<file path="config.mk">
export PLATFORM = sky130hd
export DESIGN_NAME = slb_lin_port
export DESIGN_NICKNAME = d
export VERILOG_FILES = /design/src/verilog/slb_pkg.sv /design/src/verilog/slb_fifo_if.sv /design/src/verilog/slb_fifo.sv /design/src/verilog/slb_lin_port.sv
export VERILOG_INCLUDE_DIRS = /design/src /design/src/verilog
export SDC_FILE = /design/constraint.sdc
export NUM_CORES = 1
export LEC_CHECK = 0
export BUFFER_PORTS_ARGS = -buffer_cell sky130_fd_sc_hd__buf_4
export CAP_MARGIN = 40
export CORE_ASPECT_RATIO = 0.5
export CORE_MARGIN = 4
export CORE_UTILIZATION = 40
export DETAILED_ROUTE_END_ITERATION = 8
export GPL_ROUTABILITY_DRIVEN = 0
export PLACE_DENSITY_LB_ADDON = 0.08
export SYNTH_ARGS = -nofsm -noshare
export SYNTH_HDL_FRONTEND = slang
export SYNTH_SLANG_ARGS = --single-unit
</file>
<file path="constraint.sdc">
create_clock -name clk_in -period 4.88 [get_ports clk_in]
set_input_delay 0.244 -clock clk_in [delete_from_list [all_inputs] [get_ports clk_in]]
set_output_delay 0.244 -clock clk_in [all_outputs]
set_load 0.02 [all_outputs]
</file>
<file path="src/verilog/slb_consts.svh">
// Function
// Autobaud clock divides oscillator by 32/128/512
// Autobaud uses full 16-bit divisor counter
// Autobaud counter starts counting at one
// Wake plus autobaud measures byte after break
// Counter overflow before fifth edge sets flag
// Overflow keeps counting; fifth edge completes
// Data read clears flag; overflow software-clearable
// Overflow held while autobaud enable set
// Wake-on-break works only in asynchronous mode
// Wake enabled: reception off, watch falling edge
// Falling edge wake raises receive flag
// Rising edge ending break clears wake enable
// Nonzero character low time counts as wake
// Remote sends zero wake character, 10+ bits
// Break is start, twelve zeros, stop
// Send-break write starts break, data ignored
// Send-break clears after stop; preload follows
// Master sends break, dummy, then 55h sync
// Shift-empty status tracks break transmission too
// Received break: flag, framing error, 00h
// Synchronous mode: half-duplex, no start/stop
// Host mode select bits; receive enables choose
// Host drives clock, one clock per bit
// Autobaud holds idle; counts edges one to five
// Completion leaves period, clears autobaud enable
`ifndef SLB_CONSTS_SVH
`define SLB_CONSTS_SVH
`define SLB_ABD_DIV_FAST 16'h0020
`define SLB_ABD_DIV_MID 16'h0080
`define SLB_ABD_DIV_SLOW 16'h0200
`define SLB_ABD_START 16'h0001
`define SLB_ABD_EDGES 3'h5
`define SLB_BRK_ZEROS 4'hC
`define SLB_BITS 4'h8
`define SLB_FIFO_DEPTH 8
`endif

</file>
<file path="src/verilog/slb_pkg.sv">
`default_nettype none
package slb_pkg;
  typedef enum logic [2:0] {
    SLB_TX_IDLE,
    SLB_TX_START,
    SLB_TX_DATA,
    SLB_TX_STOP
  } slb_tx_e;
  typedef enum logic [1:0] {
    SLB_RX_IDLE,
    SLB_RX_START,
    SLB_RX_DATA,
    SLB_RX_STOP
  } slb_rx_e;
endpackage
`default_nettype wire

</file>
<file path="src/verilog/slb_fifo_if.sv">
`timescale 1ns/1ps
`default_nettype none
interface slb_fifo_if;
  logic [7:0] wdata;
  logic wvalid;
  logic wready;
  logic [7:0] rdata;
  logic rvalid;
  logic rready;
  modport fifo (input wdata, input wvalid, output wready, output rdata, output rvalid,
    input rready);
  modport user (output wdata, output wvalid, input wready, input rdata, input rvalid,
    output rready);
endinterface
`default_nettype wire

</file>
<file path="src/verilog/slb_fifo.sv">
`timescale 1ns/1ps
`default_nettype none
module slb_fifo #(
  parameter int WIDTH = 8,
  parameter int DEPTH = 8
) (
  input wire logic clk_in, // Clock
  input wire logic srst_in, // Sync reset
  input wire logic ce_in, // Clock enable
  slb_fifo_if.fifo f // Buffer ports
);
  localparam int AW = $clog2(DEPTH);
  logic [WIDTH-1:0] mem_q [DEPTH];
  logic [AW-1:0] wp_q;
  logic [AW-1:0] rp_q;
  logic [AW:0] cnt_q;
  logic push;
  logic pop;
  assign f.wready = (cnt_q != (AW+1)'(DEPTH));
  assign f.rvalid = (cnt_q != '0);
  assign f.rdata = mem_q[rp_q];
  assign push = f.wvalid && f.wready;
  assign pop = f.rvalid && f.rready;
  always_ff @(posedge clk_in) begin
    if (ce_in && push) begin
      mem_q[wp_q] <= f.wdata;
    end
  end
  always_ff @(posedge clk_in) begin
    if (srst_in) begin
      wp_q <= '0;
      rp_q <= '0;
      cnt_q <= '0;
    end else if (ce_in) begin
      if (push) begin
        wp_q <= (wp_q == AW'(DEPTH-1)) ? '0 : wp_q + 1'b1;
      end
      if (pop) begin
        rp_q <= (rp_q == AW'(DEPTH-1)) ? '0 : rp_q + 1'b1;
      end
      cnt_q <= cnt_q + (AW+1)'(push) - (AW+1)'(pop);
    end
  end
  a_fifo_never_over: assert property (@(posedge clk_in) disable iff (srst_in)
    cnt_q <= (AW+1)'(DEPTH)) else $error("fifo count beyond depth");
endmodule
`default_nettype wire

</file>
<file path="src/verilog/slb_lin_port.sv">
`timescale 1ns/1ps
`default_nettype none
`include "slb_consts.svh"
module slb_lin_port
  import slb_pkg::*;
(
  input wire logic clk_in, // System oscillator
  input wire logic srst_in, // Sync reset
  input wire logic ce_in, // Clock enable
  input wire logic port_enable_in, // Port on
  input wire logic sync_mode_in, // Synchronous select
  input wire logic clock_source_select_in, // Host clock
  input wire logic single_receive_enable_in, // One sync char
  input wire logic continuous_receive_enable_in, // Continuous sync
  input wire logic transmit_enable_in, // Transmit on
  input wire logic wide_divider_select_in, // 16-bit divider
  input wire logic high_speed_divider_select_in, // High speed
  input wire logic [15:0] divisor_in, // Divisor write value
  input wire logic divisor_wr_in, // Divisor write strobe
  input wire logic autobaud_set_in, // Set autobaud enable
  input wire logic autobaud_clr_in, // Clear autobaud enable
  input wire logic wake_set_in, // Set wake enable
  input wire logic wake_clr_in, // Clear wake enable
  input wire logic send_break_set_in, // Request break
  input wire logic ovf_clr_in, // Clear overflow flag
  input wire logic [7:0] tx_data_in, // Transmit data
  input wire logic tx_wr_in, // Transmit data write
  output logic tx_ready_out, // Buffer can take a byte
  input wire logic rx_rd_in, // Receive data read
  output logic [7:0] receive_data_out, // Receive data
  output logic receive_flag_out, // Receive flag
  output logic framing_error_flag_out, // Framing error
  output logic autobaud_enable_out, // Autobaud running
  output logic autobaud_overflow_flag_out, // Overflow
  output logic wake_on_break_enable_out, // Wake armed
  output logic send_break_request_out, // Break pending
  output logic shift_register_empty_out, // Transmit idle
  output logic transmit_buffer_flag_out, // Buffer empty
  output logic receive_idle_status_out, // Receiver idle
  output logic [15:0] divisor_out, // Divisor pair
  input wire logic rx_in, // Receive / data pin
  output logic tx_out, // Transmit pin level
  output logic data_out, // Sync data out
  output logic data_oe_out, // Sync data drive
  output logic sync_clock_line_out, // Sync clock out
  output logic sync_clock_line_oe_out // Sync clock drive
);
  // ****************************************
  // Input sync and clocking
  // ****************************************
  logic rx_m_q, rx_q, rx_prev_q;
  logic [15:0] div_q, brg_q, abd_pre_q, abd_lim;
  logic tick, rx_rise, rx_fall, async_on, host_on, abd_tick;
  slb_tx_e tx_st_q;
  slb_rx_e rx_st_q;
  always_ff @(posedge clk_in) begin
    if (srst_in) begin
      rx_m_q <= 1'b1;
      rx_q <= 1'b1;
      rx_prev_q <= 1'b1;
    end else if (ce_in) begin
      rx_m_q <= rx_in;
      rx_q <= rx_m_q;
      rx_prev_q <= rx_q;
    end
  end
  assign rx_rise = rx_q && !rx_prev_q;
  assign rx_fall = !rx_q && rx_prev_q;
  assign async_on = port_enable_in && !sync_mode_in;
  assign host_on = port_enable_in && sync_mode_in && clock_source_select_in;
  always_comb begin
    abd_lim = `SLB_ABD_DIV_SLOW;
    if (wide_divider_select_in && high_speed_divider_select_in) begin
      abd_lim = `SLB_ABD_DIV_FAST;
    end else if (wide_divider_select_in || high_speed_divider_select_in) begin
      abd_lim = `SLB_ABD_DIV_MID;
    end
  end
  assign tick = (brg_q == '0);
  always_ff @(posedge clk_in) begin
    if (srst_in) begin
      brg_q <= '0;
    end else if (ce_in) begin
      brg_q <= !port_enable_in ? 16'h0000 : tick ? div_q : brg_q - 16'h0001;
    end
  end
  // ****************************************
  // Autobaud measurement
  // ****************************************
  logic abd_q, ovf_q, wake_q, flag_q, framing_error_flag_q;
  logic [2:0] edges_q;
  logic abd_live, abd_done, abd_carry;
  assign abd_live = abd_q && !wake_q && async_on;
  assign abd_tick = (abd_pre_q == abd_lim - 16'h0001);
  assign abd_done = abd_live && rx_rise && (edges_q == `SLB_ABD_EDGES - 3'h1);
  assign abd_carry = abd_live && (edges_q != '0) && abd_tick && (div_q == 16'hFFFF);
  always_ff @(posedge clk_in) begin
    if (srst_in) begin
      abd_pre_q <= '0;
    end else if (ce_in) begin
      abd_pre_q <= (!abd_live || edges_q == '0 || abd_tick) ? '0 : abd_pre_q + 16'h0001;
    end
  end
  always_ff @(posedge clk_in) begin
    if (srst_in) begin
      edges_q <= '0;
    end else if (ce_in) begin
      if (!abd_live || abd_done) begin
        edges_q <= '0;
      end else if (rx_rise) begin
        edges_q <= edges_q + 3'h1;
      end
    end
  end
  always_ff @(posedge clk_in) begin
    if (srst_in) begin
      div_q <= '0;
    end else if (ce_in) begin
      if (abd_live && rx_rise && edges_q == '0) begin
        div_q <= `SLB_ABD_START;
      end else if (abd_live && edges_q != '0 && abd_tick) begin
        div_q <= div_q + 16'h0001;
      end else if (divisor_wr_in && !abd_q) begin
        div_q <= divisor_in;
      end
    end
  end
  always_ff @(posedge clk_in) begin
    if (srst_in) begin
      abd_q <= 1'b0;
    end else if (ce_in) begin
      if (abd_done || autobaud_clr_in) begin
        abd_q <= 1'b0;
      end else if (autobaud_set_in) begin
        abd_q <= 1'b1;
      end
    end
  end
  always_ff @(posedge clk_in) begin
    if (srst_in) begin
      ovf_q <= 1'b0;
    end else if (ce_in) begin
      if (abd_carry) begin
        ovf_q <= 1'b1;
      end else if (ovf_clr_in && !abd_q) begin
        ovf_q <= 1'b0;
      end
    end
  end
  a_abd_ovf_hold: assert property (@(posedge clk_in) disable iff (srst_in)
    ce_in && ovf_q && abd_q |=> ovf_q) else $error("overflow lost while enabled");
  a_abd_done_clears: assert property (@(posedge clk_in) disable iff (srst_in)
    ce_in && abd_done |=> !abd_q && flag_q) else $error("autobaud end wrong");
  // ****************************************
  // Wake on break and async receiver
  // ****************************************
  logic wake_rise, wake_fall;
  logic [15:0] rx_cnt_q;
  logic [3:0] rx_bit_q;
  logic [7:0] rx_sh_q, rd_q;
  logic rx_got, rx_half;
  assign wake_fall = wake_q && async_on && rx_fall;
  assign wake_rise = wake_q && async_on && rx_rise;
  always_ff @(posedge clk_in) begin
    if (srst_in) begin
      wake_q <= 1'b0;
    end else if (ce_in) begin
      if (wake_rise || wake_clr_in) begin
        wake_q <= 1'b0;
      end else if (wake_set_in) begin
        wake_q <= 1'b1;
      end
    end
  end
  assign rx_half = (rx_cnt_q == {1'b0, div_q[15:1]});
  always_ff @(posedge clk_in) begin
    if (srst_in) begin
      rx_st_q <= SLB_RX_IDLE;
      rx_cnt_q <= '0;
      rx_bit_q <= '0;
      rx_sh_q <= '0;
      rx_got <= 1'b0;
    end else if (ce_in) begin
      rx_got <= 1'b0;
      if (!async_on || wake_q || abd_q) begin
        rx_st_q <= SLB_RX_IDLE;
      end else begin
        case (rx_st_q)
          SLB_RX_IDLE: begin
            rx_cnt_q <= '0;
            if (rx_fall) begin
              rx_st_q <= SLB_RX_START;
            end
          end
          SLB_RX_START: begin
            rx_cnt_q <= rx_cnt_q + 16'h0001;
            if (rx_half) begin
              rx_cnt_q <= '0;
              rx_bit_q <= '0;
              rx_st_q <= rx_q ? SLB_RX_IDLE : SLB_RX_DATA;
            end
          end
          SLB_RX_DATA: begin
            rx_cnt_q <= rx_cnt_q + 16'h0001;
            if (rx_cnt_q == div_q) begin
              rx_cnt_q <= '0;
              rx_sh_q <= {rx_q, rx_sh_q[7:1]};
              rx_bit_q <= rx_bit_q + 4'h1;
              if (rx_bit_q == `SLB_BITS - 4'h1) begin
                rx_st_q <= SLB_RX_STOP;
              end
            end
          end
          default: begin
            rx_cnt_q <= rx_cnt_q + 16'h0001;
            if (rx_cnt_q == div_q) begin
              rx_got <= 1'b1;
              rx_st_q <= SLB_RX_IDLE;
            end
          end
        endcase
      end
    end
  end
  // Stop sample taken in the same cycle rx_got rises, so read rx_q there
  always_ff @(posedge clk_in) begin
    if (srst_in) begin
      flag_q <= 1'b0;
      framing_error_flag_q <= 1'b0;
      rd_q <= '0;
    end else if (ce_in) begin
      if (rx_got) begin
        rd_q <= rx_sh_q;
        framing_error_flag_q <= !rx_q;
      end
      if (wake_fall || abd_done || rx_got) begin
        flag_q <= 1'b1;
      end else if (rx_rd_in) begin
        flag_q <= 1'b0;
      end
    end
  end
  a_wake_flag: assert property (@(posedge clk_in) disable iff (srst_in)
    ce_in && wake_fall |=> flag_q) else $error("wake did not raise flag");
  a_wake_clears: assert property (@(posedge clk_in) disable iff (srst_in)
    ce_in && wake_rise |=> !wake_q) else $error("wake enable not cleared");
  // ****************************************
  // Transmit path: FIFO, async shifter, sync host
  // ****************************************
  slb_fifo_if txf ();
  slb_fifo #(.WIDTH(8), .DEPTH(`SLB_FIFO_DEPTH)) u_fifo (
    .clk_in(clk_in),
    .srst_in(srst_in),
    .ce_in(ce_in),
    .f(txf)
  );
  logic sb_q, brk_q, tx_q, sck_q, half_q;
  logic [7:0] tsh_q;
  logic [3:0] tbit_q;
  logic rx_host;
  assign txf.wdata = tx_data_in;
  assign txf.wvalid = tx_wr_in && transmit_enable_in;
  assign tx_ready_out = txf.wready;
  assign rx_host = single_receive_enable_in || continuous_receive_enable_in;
  assign txf.rready = (tx_st_q == SLB_TX_IDLE) && tick && transmit_enable_in &&
    ((async_on) || (host_on && !rx_host));
  always_ff @(posedge clk_in) begin
    if (srst_in) begin
      sb_q <= 1'b0;
    end else if (ce_in) begin
      if (brk_q && tx_st_q == SLB_TX_IDLE && tick) begin
        sb_q <= 1'b0;
      end else if (send_break_set_in) begin
        sb_q <= 1'b1;
      end
    end
  end
  always_ff @(posedge clk_in) begin
    if (srst_in) begin
      tx_st_q <= SLB_TX_IDLE;
      tsh_q <= '0;
      tbit_q <= '0;
      brk_q <= 1'b0;
      tx_q <= 1'b1;
      sck_q <= 1'b0;
      half_q <= 1'b0;
    end else if (ce_in && tick) begin
      case (tx_st_q)
        SLB_TX_IDLE: begin
          tx_q <= 1'b1;
          sck_q <= 1'b0;
          half_q <= 1'b0;
          // Break marker lingers to the first idle tick so send-break clears after the stop bit
          brk_q <= 1'b0;
          if (txf.rready && txf.rvalid) begin
            brk_q <= sb_q && !brk_q && async_on;
            tsh_q <= (sb_q && !brk_q && async_on) ? 8'h00 : txf.rdata;
            tbit_q <= '0;
            tx_st_q <= async_on ? SLB_TX_START : SLB_TX_DATA;
          end
        end
        SLB_TX_START: begin
          tx_q <= 1'b0;
          tx_st_q <= SLB_TX_DATA;
        end
        SLB_TX_DATA: begin
          if (async_on) begin
            tx_q <= brk_q ? 1'b0 : tsh_q[0];
            tsh_q <= {1'b0, tsh_q[7:1]};
            tbit_q <= tbit_q + 4'h1;
            if (tbit_q == (brk_q ? `SLB_BRK_ZEROS : `SLB_BITS) - 4'h1) begin
              tx_st_q <= SLB_TX_STOP;
            end
          end else begin
            half_q <= !half_q;
            sck_q <= !half_q;
            if (!half_q) begin
              tx_q <= tsh_q[0];
              tsh_q <= {1'b0, tsh_q[7:1]};
            end else begin
              tbit_q <= tbit_q + 4'h1;
              if (tbit_q == `SLB_BITS - 4'h1) begin
                tx_st_q <= SLB_TX_IDLE;
              end
            end
          end
        end
        default: begin
          tx_q <= 1'b1;
          tx_st_q <= SLB_TX_IDLE;
        end
      endcase
    end
  end
  a_break_len: assert property (@(posedge clk_in) disable iff (srst_in)
    brk_q && tx_st_q == SLB_TX_STOP |-> tbit_q == `SLB_BRK_ZEROS)
    else $error("break length wrong");
  a_shift_register_empty_busy: assert property (@(posedge clk_in) disable iff (srst_in)
    tx_st_q != SLB_TX_IDLE |-> !shift_register_empty_out)
    else $error("shift empty during send");
  a_host_clk: assert property (@(posedge clk_in) disable iff (srst_in)
    !host_on |-> !sync_clock_line_oe_out) else $error("clock driven outside host");
  // ****************************************
  // Outputs
  // ****************************************
  assign shift_register_empty_out = (tx_st_q == SLB_TX_IDLE);
  assign transmit_buffer_flag_out = !txf.rvalid;
  assign receive_idle_status_out = (rx_st_q == SLB_RX_IDLE);
  assign receive_data_out = rd_q;
  assign receive_flag_out = flag_q;
  assign framing_error_flag_out = framing_error_flag_q;
  assign autobaud_enable_out = abd_q;
  assign autobaud_overflow_flag_out = ovf_q;
  assign wake_on_break_enable_out = wake_q;
  assign send_break_request_out = sb_q;
  assign divisor_out = div_q;
  assign tx_out = async_on ? tx_q : 1'b1;
  assign data_out = tx_q;
  assign data_oe_out = host_on && !rx_host;
  assign sync_clock_line_out = sck_q;
  assign sync_clock_line_oe_out = host_on;
endmodule
`default_nettype wire

</file>
==> results of run 1 <==
## cell type report
type	count	area, sq um
clock buffer	18	429
clock inverter	14	159
fill	2186	12100
inverter	35	131
multi-input combinational	678	4580
sequential	193	4500
tap	307	384
timing repair buffer	99	743
## stage by stage
| stage | total power, mW | utilization (%) | cells |
|---|---|---|---|
| after global placement | 3.35 | 44.6 | 1304 |
| after CTS | 4.80 | 47.5 | 1344 |
| after detailed placement | 3.36 | 44.9 | 1311 |
| after global routing | 5.04 | 47.5 | 1344 |
| final | 4.77 | 47.5 | 1344 |
| after floorplan | 3.02 | - | 975 |
## cells in the final DEF, fill, tap and decap left out, types with 5 or more instances in the layout
master / netlist / routed
dfxtp_1: 129 / 129
nor2_1: 105 / 105
buf_4: 0 / 97
nand2_1: 87 / 87
edfxtp_1: 64 / 64
a21oi_1: 52 / 52
xnor2_1: 44 / 44
inv_1: 35 / 35
nand3_1: 32 / 32
xor2_1: 26 / 26
o21ai_0: 26 / 26
nand4_1: 25 / 25
nor3_1: 25 / 21
mux2i_1: 19 / 19
ha_1: 19 / 19
clkbuf_16: 0 / 17
mux4_2: 16 / 16
a31oi_1: 14 / 14
a22oi_1: 14 / 14
nor4_1: 13 / 12
and3_1: 12 / 12
o32ai_1: 12 / 12
or3_1: 11 / 11
a211oi_1: 11 / 11
mux2_2: 10 / 10
nand2b_1: 9 / 9
o211ai_1: 9 / 9
or4_1: 8 / 8
o31ai_1: 7 / 7
inv_8: 0 / 7
a32oi_1: 6 / 6
o31a_1: 5 / 5
## flip-flops by register name, summed over array words and instances, names as in the netlist, 2 cells and up, named ones only
register and flops:
tbit_q 4, brg_q 16, u_fifo.wp_q 3, u_fifo.mem_q 64, u_fifo.cnt_q 4, u_fifo.rp_q 3, edges_q 3, abd_pre_q 16
tsh_q 8, receive_data_out 8, divisor_out 16, rx_cnt_q 16, rx_bit_q 4, tx_st_q 2, rx_st_q 2, rx_sh_q 8
## synth_stat cells (3+ instances only)
library cell	instances	area (sq um)
dfxtp_1	129	2580
nor2_1	105	394
nand2_1	87	327
edfxtp_1	64	1920
clkbuf_1	63	236
a21oi_1	52	260
xnor2_1	44	385
inv_1	35	131
nand3_1	32	160
o21ai_0	26	130
xor2_1	26	228
nand4_1	25	156
nor3_1	25	125
ha_1	19	238
mux2i_1	19	190
mux4_2	16	360
a22oi_1	14	105
a31oi_1	14	87.6
nor4_1	13	81.3
and3_1	12	75.1
o32ai_1	12	105
a211oi_1	11	82.6
or3_1	11	68.8
mux2_2	10	113
nand2b_1	9	56.3
o211ai_1	9	67.6
or4_1	8	60.1
o31ai_1	7	52.6
a32oi_1	6	52.6
o31a_1	5	43.8
a21o_1	4	30.0
and2_1	4	25.0
and4_1	4	35.0
buf_1	4	15.0
nor2b_1	4	25.0
a31o_2	3	26.3
nand3b_1	3	22.5
o21a_1	3	22.5
or2_2	3	18.8
## critical path, stage by stage, from the launching register on
cell      delay [ns]
dfxtp_1         0.38
nor4_1          0.44
nand2b_1        0.29
or4_1           0.60
nor4_1          0.26
ha_1            0.28
inv_1           0.06
ha_1            0.18
fa_1            0.42
mux2i_1         0.14
nor2_1          0.05
## power breakdown
group          total (mW)  internal [mW]  switching [mW]
clock network        1.43          0.735           0.694
registers            1.86           1.74           0.115
logic                1.49          0.583           0.905
total                4.77           3.06            1.71
## worst paths after layout
check	from	endpoint	slack (ns)
max reg2reg	brg_q[7]$_SDFFE_PP0P_	u_fifo.cnt_q[1]$_SDFFE_PP0P_	1.66
max	brg_q[7]$_SDFFE_PP0P_	u_fifo.cnt_q[1]$_SDFFE_PP0P_	1.66
min	tx_data_in[3]	u_fifo.mem_q[6][3]$_DFFE_PP_	0.03
min reg2reg	receive_data_out[7]$_SDFFE_PP0P_	receive_data_out[7]$_SDFFE_PP0P_	0.46
## kinds of logic after synthesis
logic type | after synthesis | share of synthesized area, %
xor+xnor | 70 | 6.48
buf+inv | 104 | 4.22
simple gates | 359 | 18.7
fa+ha+maj | 20 | 2.73
compound gates | 184 | 13.2
mux | 45 | 7.01
flops | 193 | 47.6
## per-layer routing
| metal | vias up | global-route usage [%] |
|---|---|---|
| li1 | 3651 | - |
| met1 | 3670 | 27.0 |
| met2 | 158 | 30.6 |
| met3 | 19 | 4.12 |
| met4 | 0 | 5.54 |
| met5 | - | 0 |
==> metrics.cfg, run 1 <==
[setup_path]
reg2reg_depth = 10
critPathArrivalTime_ns = 3.54
crit_required_ns = 5.20
critPathKind = reg2reg
worst_setup_path_start_kind = register
end_kind = register
cp_max_fo = 9

[synthesis]
synthesis.nets = 1040
ys.flop_type = dfxtp_1
syn_area_sq_um = 9460
synth-async-reset-ratio_pct = 0
synth-seq-area-share_pct = 47.6
synth_cell_type_count = 68
yosysWarningCount = 0
synth_edf_count = 64
avgSynthCellArea_sq_um = 9.70
ys_ff_latch = 193
syn_inst = 975

[route]
wl_mm = 24.7
post_drt_wl_per_cell_um = 18.4
routed.top_layer = met4
wl_met3_mm = 1.12
wl_met1_mm = 12.0
wl_met2_mm = 11.3
initialDrtViolationCount = 838
detail-route-antenna-nets = 0
firstDrtPassIters = 5
drc = 0
vias = 7498
vias_per_cell = 5.58

[floorplan]
ios = 84
die-width_um = 225
die_h_um = 117
core_sq_um = 23000
placementRows = 39
dieArea_sq_um = 26300
start_util_pct = 41.1

[run_status]
status = completed

[global_route]
first_global_vias = 7150
antenna_found_initial = 0
grt_pass1_wl_mm = 39.7
grtUsageTotal_pct = 19.3
globalRouteOverflowTotal = 0
grt_max_degree = 52

[timing]
hold_ws_ns = 0.0251
slew_viol_final = 0
grt_setup_unrepaired = false
setup_viol = 0
period_share_pct = 66.0
clock-skew-final_ns = 0.0155
period_needed_ns = 3.22
slew_headroom_pct = 42.1
setup_slack_ns = 1.66
worstMarginPinSlew_ns = 0.862
hold_viol_final = 0
max_freq_mhz = 310
setup-tns-final_ns = 0

[finish]
stdcell_area_sq_um = 10900
fin_nets = 1089
area_delta_synth_final_pct = 15.6
num_antenna_cells = 0
drive_gt1_share_pct = 16.9

[cts]
htree_levels = 4
cts_buffer_depth = 2
cts_buffers = 17
cts_root_buf = clkbuf_16
cts_tree = built
worstSkewPairLatency_ns = 0.46
cts_hold_buffers = 1
clock_sinks = 193
clkSlewWorstSetupHoldPaths_ns = 0.07
post_cts_buffers = 0
cts-resized-gates = 0

[pwr]
vdd_drop_max_mv = 0.251
cellLeakagePower_nw = 3.85
p_per_area_nw_per_um2 = 437

[placed_design]
place_ws_ns = 1.68
dp_hpwl_mm = 17.0
placed_cell_area_sq_um = 10300
port_buffers = 83

[hold_path]
hp-class = in2reg
hold_depth = 1

[flow_run]
cap_violations = 0

Power figures use the tool's default switching activity.
==> run 2, diff against run 1 <==
Clock period 4.88 ns to 3 ns, I/O delays scaled along.
==> metrics.cfg, run 2 (synthesis gave the netlist of run 1 again) <==
[setup_path]
r2r-start = brg_q[0]$_SDFFE_PP0P_
crit_family = simple AND/OR/NAND/NOR gates
end_kind = register
cp_max_fo = 3
crit_required_ns = 3.36
cp_cell_sequence = inv_2 -> ha_4 -> or4b_4 -> or4_4 -> nor4_4 -> ha_2 -> inv_2 -> ha_4 -> fa_1 -> xnor2_1 -> a211oi_1
slowest_delay_ns = 0.51
critPathArrivalTime_ns = 3.37
worst_setup_path_start_kind = register
crit_slowest_cell = or4_4
cp-startpoint = brg_q[0]$_SDFFE_PP0P_
critPathKind = reg2reg
reg2reg_slack_ns = -0.008
critical_path_buf_inv_count = 2

[timing]
period_needed_ns = 3.01
period_share_pct = 100
setup_viol = 1
clock-skew-final_ns = 0.00914
setup_slack_ns = -0.00803
worstMarginPinSlew_ns = 0.792
setup-tns-final_ns = -0.00803
slew_headroom_pct = 46.9
hold_viol_final = 0
max_freq_mhz = 332
slew_viol_final = 0
grt_setup_unrepaired = true

[cts]
htree_levels = 4
cts_tree = built
cts_buffers = 17
cts_buffer_depth = 2
clock_sinks = 193
worstSkewPairLatency_ns = 0.45
clkSlewWorstSetupHoldPaths_ns = 0.08
cts_root_buf = clkbuf_16

[pwr]
cellLeakagePower_nw = 4.13
vdd_drop_max_mv = 0.596
p_per_area_nw_per_um2 = 716
power_mw = 8.22

[global_route]
grtUsageMet2_pct = 31.0
grt_pass1_wl_mm = 40.1
met1_usage_pct = 26.6
first_global_vias = 7420
grtUsageTotal_pct = 19.4
globalRouteOverflowTotal = 0
grt_max_degree = 60
top_usage_layer = met2
antenna_found_initial = 0
grt_util_met3_pct = 4.39

[run_status]
status = complete, but fails checks
violations = negative setup slack

[route]
post_drt_wl_per_cell_um = 17.9
vias_per_cell = 5.49
firstDrtPassIters = 5
drc = 0
initialDrtViolationCount = 617
detail-route-antenna-nets = 0
wl_mm = 25.1
vias = 7701

[hold_path]
min-delay-start = divisor_in[1]
hp-class = in2reg

[floorplan]
dieArea_sq_um = 26300
die-width_um = 225
ios = 84
placementRows = 39
start_util_pct = 41.1
core_sq_um = 23000
die_h_um = 117

[placed_design]
port_buffers = 83
dp_hpwl_mm = 17.1
placed_cells_incl_taps = 1342
place_ws_ns = -0.0529

[flow_run]
cap_violations = 0

[finish]
area_delta_synth_final_pct = 21.4
largest_reg_flops = 64
n_fill_cell = 2169
fin_nets = 1147
top_register = u_fifo.mem_q
drive_gt1_share_pct = 20.1
num_antenna_cells = 0
mostFrequentLayoutCells = 132 x buf_4, 127 x dfxtp_1, 105 x nor2_1, 87 x nand2_1, 64 x edfxtp_1
fin_cells = 1402
final_common_cell = buf_4
post-route-util_pct = 49.9

## run 2: changes by cell type in the layout (fill, tap and decap cells not counted), sizes merged
cell and delta:
clkinvlp -1, dlygate4sd3 +22, clkbuf -1, bufinv -1
buf +36, clkinv +3
## run 2: metal layers
layer  share of wire, %  wire, um
met3                4.6      1150
met2                 45     11200
met1                 49     12200
met4                2.0       504
met5                  0         0
## run 2: final cells by class
| cell class | instances | area, sq um | share of cell area (%) |
|---|---|---|---|
| clock buffers | 17 | 425 | 3.70 |
| clock inverters | 15 | 149 | 1.30 |
| inverters | 35 | 131 | 1.14 |
| multi-input cells | 678 | 4620 | 40.2 |
| flip-flops and latches | 193 | 4510 | 39.3 |
| well taps | 307 | 384 | 3.35 |
| repair buffers | 157 | 1270 | 11.0 |
## run 2: path summary, 6_finish.rpt
check / endpoint / cells past startpoint
max: u_fifo.cnt_q[2]$_SDFFE_PP0P_ / 11
min: divisor_out[1]$_SDFFE_PP0P_ / 3
max reg2reg: u_fifo.cnt_q[2]$_SDFFE_PP0P_ / 11
min reg2reg: receive_data_out[2]$_SDFFE_PP0P_ / 2
## run 2: metrics by stage
step	hold WS, ns	cell area, sq um
after floorplan	0.249	9460
after global placement	0.373	10600
after detailed placement	0.374	10600
after CTS	0.00295	11400
after global routing	0.0326	11500
final	0.0250	11500
## run 2: timing repair
| item | in CTS | in global routing |
|---|---|---|
| setup endpoints to repair | 3 | 3 |
| cloned | 0 | 0 |
| buffers inserted | 0 | 5 |
| resized for setup | 1 | 14 |
| hold buffers | 23 | 0 |
| pin swaps | 1 | 7 |
| hold endpoints to repair | 79 | 0 |
## run 2: where the power goes
part / leakage (nW) / internal, mW / switching (mW) / total (mW)
clock network: 0.284 / 1.11 / 1.13 / 2.25
logic: 2.22 / 1.34 / 1.64 / 2.98
registers: 1.62 / 2.84 / 0.149 / 2.99
## run 2: worst min-delay path, stage by stage
cell     delay (ns)
buf_4          0.09
a22oi_1        0.06
o21ai_0        0.14
==> run 3, diff against run 2 <==
Clock period 3 ns to 3.01 ns, I/O delays scaled along.
==> metrics.cfg, run 3 (synthesis gave the netlist of run 1 again) <==
[timing]
setup_viol = 0
setup_slack_ns = 0.127
slew_viol_final = 0
hold_ws_ns = 0.0158
slew_headroom_pct = 46.0
clock-skew-final_ns = 0.00945
worstMarginPinSlew_ns = 0.806
grt_setup_unrepaired = true
period_share_pct = 95.8
hold_viol_final = 0
period_needed_ns = 2.88
max_freq_mhz = 347

[route]
firstDrtPassIters = 7
post_drt_wl_per_cell_um = 17.9
drc = 0
vias_per_cell = 5.58
detail-route-antenna-nets = 0
initialDrtViolationCount = 640
wl_mm = 25.0
vias = 7805

[finish]
mostFrequentLayoutCells = 127 x dfxtp_1, 127 x buf_4, 105 x nor2_1, 87 x nand2_1, 64 x edfxtp_1
drive_gt1_share_pct = 19.4
area_delta_synth_final_pct = 21.0
fin_nets = 1145
post-route-util_pct = 49.7
num_antenna_cells = 0
largest_reg_flops = 64
top_register = u_fifo.mem_q

[cts]
clkSlewWorstSetupHoldPaths_ns = 0.08
htree_levels = 4
cts_buffer_depth = 2
cts_buffers = 17
clock_sinks = 193
worstSkewPairLatency_ns = 0.46
cts_root_buf = clkbuf_16
cts_tree = built

[setup_path]
cp_max_fo = 4
worst_setup_path_start_kind = register
slowest_delay_ns = 0.47
crit_required_ns = 3.38
cp-startpoint = brg_q[0]$_SDFFE_PP0P_
critPathKind = reg2reg
reg2reg_depth = 12
crit_path_end = u_fifo.cnt_q[3]$_SDFFE_PP0P_
reg2reg_to = u_fifo.cnt_q[3]$_SDFFE_PP0P_
critPathArrivalTime_ns = 3.25
end_kind = register
crit_slowest_cell = or4b_4
path_common_cell = ha_1
reg2reg_slack_ns = 0.13
r2r-start = brg_q[0]$_SDFFE_PP0P_
cp_cell_sequence = inv_2 -> ha_1 -> or4b_4 -> or4_4 -> nor4_4 -> ha_2 -> inv_1 -> ha_1 -> a21o_1 -> a21oi_2 -> xnor2_1 -> a211oi_1

[pwr]
power_frac_seq_pct = 36.6
vdd_drop_max_mv = 0.642
clkPwrFrac_pct = 27.6
swShare_pct = 35.8
switchingPower_mw = 2.91
p_int_mw = 5.21
p_per_area_nw_per_um2 = 710
cellLeakagePower_nw = 4.12
pwr-share-comb_pct = 35.8

[floorplan]
core_sq_um = 23000
start_util_pct = 41.1
ios = 84
placementRows = 39
die-width_um = 225
die_h_um = 117
dieArea_sq_um = 26300

[global_route]
grtUsageTotal_pct = 19.5
antenna_found_initial = 0
globalRouteOverflowTotal = 0
grt_pass1_wl_mm = 40.3
first_global_vias = 7312
grt_max_degree = 75

[hold_path]
hp-class = in2reg

[run_status]
status = completed

[placed_design]
place_ws_ns = -0.0153
port_buffers = 83
dp_hpwl_mm = 17.0

[flow_run]
cap_violations = 0

run 3: cell count changes in the layout (fill, tap and decap cells not counted):
cell,before,now
nor4_1,10,11
ha_4,2,0
inv_6,5,4
inv_1,32,33
clkinv_4,1,2
buf_4,132,127
nor4_2,3,2
ha_1,16,17
ha_2,1,2
dlygate4sd3_1,23,26
inv_2,3,2
run 3: repair_timing:
item	in CTS	in global routing
hold endpoints to repair	80	0
setup buffers	0	1
hold buffers	26	0
pin swaps	0	3
resized for setup	1	9
endpoints found under the setup margin	2	3
run 3: critical path: cells and delay by family (launching register included):
family | cells | cell delay [ns]
AO/OA/AOI/OAI | 3 | 0.58
XOR/XNOR | 1 | 0.08
adder cells (fa/ha/maj) | 3 | 0.60
buffers and inverters | 2 | 0.12
flip-flops | 1 | 0.34
AND/OR/NAND/NOR | 3 | 1.07
run 3: power by group through the flow:
stage	clock network [mW]	registers [mW]	logic (mW)
6_report	2.24	2.98	2.90
5_1_grt	2.43	3.00	3.21
4_1_cts	2.31	2.97	2.81
3_5_place_dp	0	3.03	2.76
3_3_place_gp	0	3.02	2.77
2_1_floorplan	0	3.01	1.89
run 3: through the flow:
stage	cell area (sq um)	setup TNS, ns	instances	power [mW]
6_report	11400	0	1400	8.12
5_1_grt	11400	-0.00292	1400	8.63
4_1_cts	11400	0	1399	8.09
3_5_place_dp	10600	-0.0153	1341	5.79
3_3_place_gp	10500	0	1340	5.79
2_1_floorplan	9460	0	975	4.90
run 3: worst min path at each step:
stage,from,to,depth (start not counted)
after floorplan,tx_data_in[0],u_fifo.mem_q[0][0]$_DFFE_PP_,0
after global placement,rx_in,rx_m_q$_SDFFE_PP1P_,3
after detailed placement,rx_in,rx_m_q$_SDFFE_PP1P_,3
after CTS,divisor_in[10],divisor_out[10]$_SDFFE_PP0P_,3
after global routing,rx_rd_in,receive_flag_out$_SDFFE_PP0P_,4
final,divisor_in[10],divisor_out[10]$_SDFFE_PP0P_,3
run 3: layout make-up:
cell class | instances | area [sq um]
Inverter | 35 | 131
Clock inverter | 15 | 149
Clock buffer | 17 | 425
Sequential cell | 193 | 4510
Fill cell | 2156 | 11600
Multi-Input combinational cell | 678 | 4590
Timing Repair Buffer | 155 | 1260
Tap cell | 307 | 384
run 3: per-layer routing:
layer  vias to the layer above  global-route usage [%]  wire length [um]
met2                       208                    29.9             11000
li1                       3758                       -                 -
met5                         -                       0                 0
met4                         0                    7.26               594
met1                      3797                    27.3             12200
met3                        42                    4.50              1280
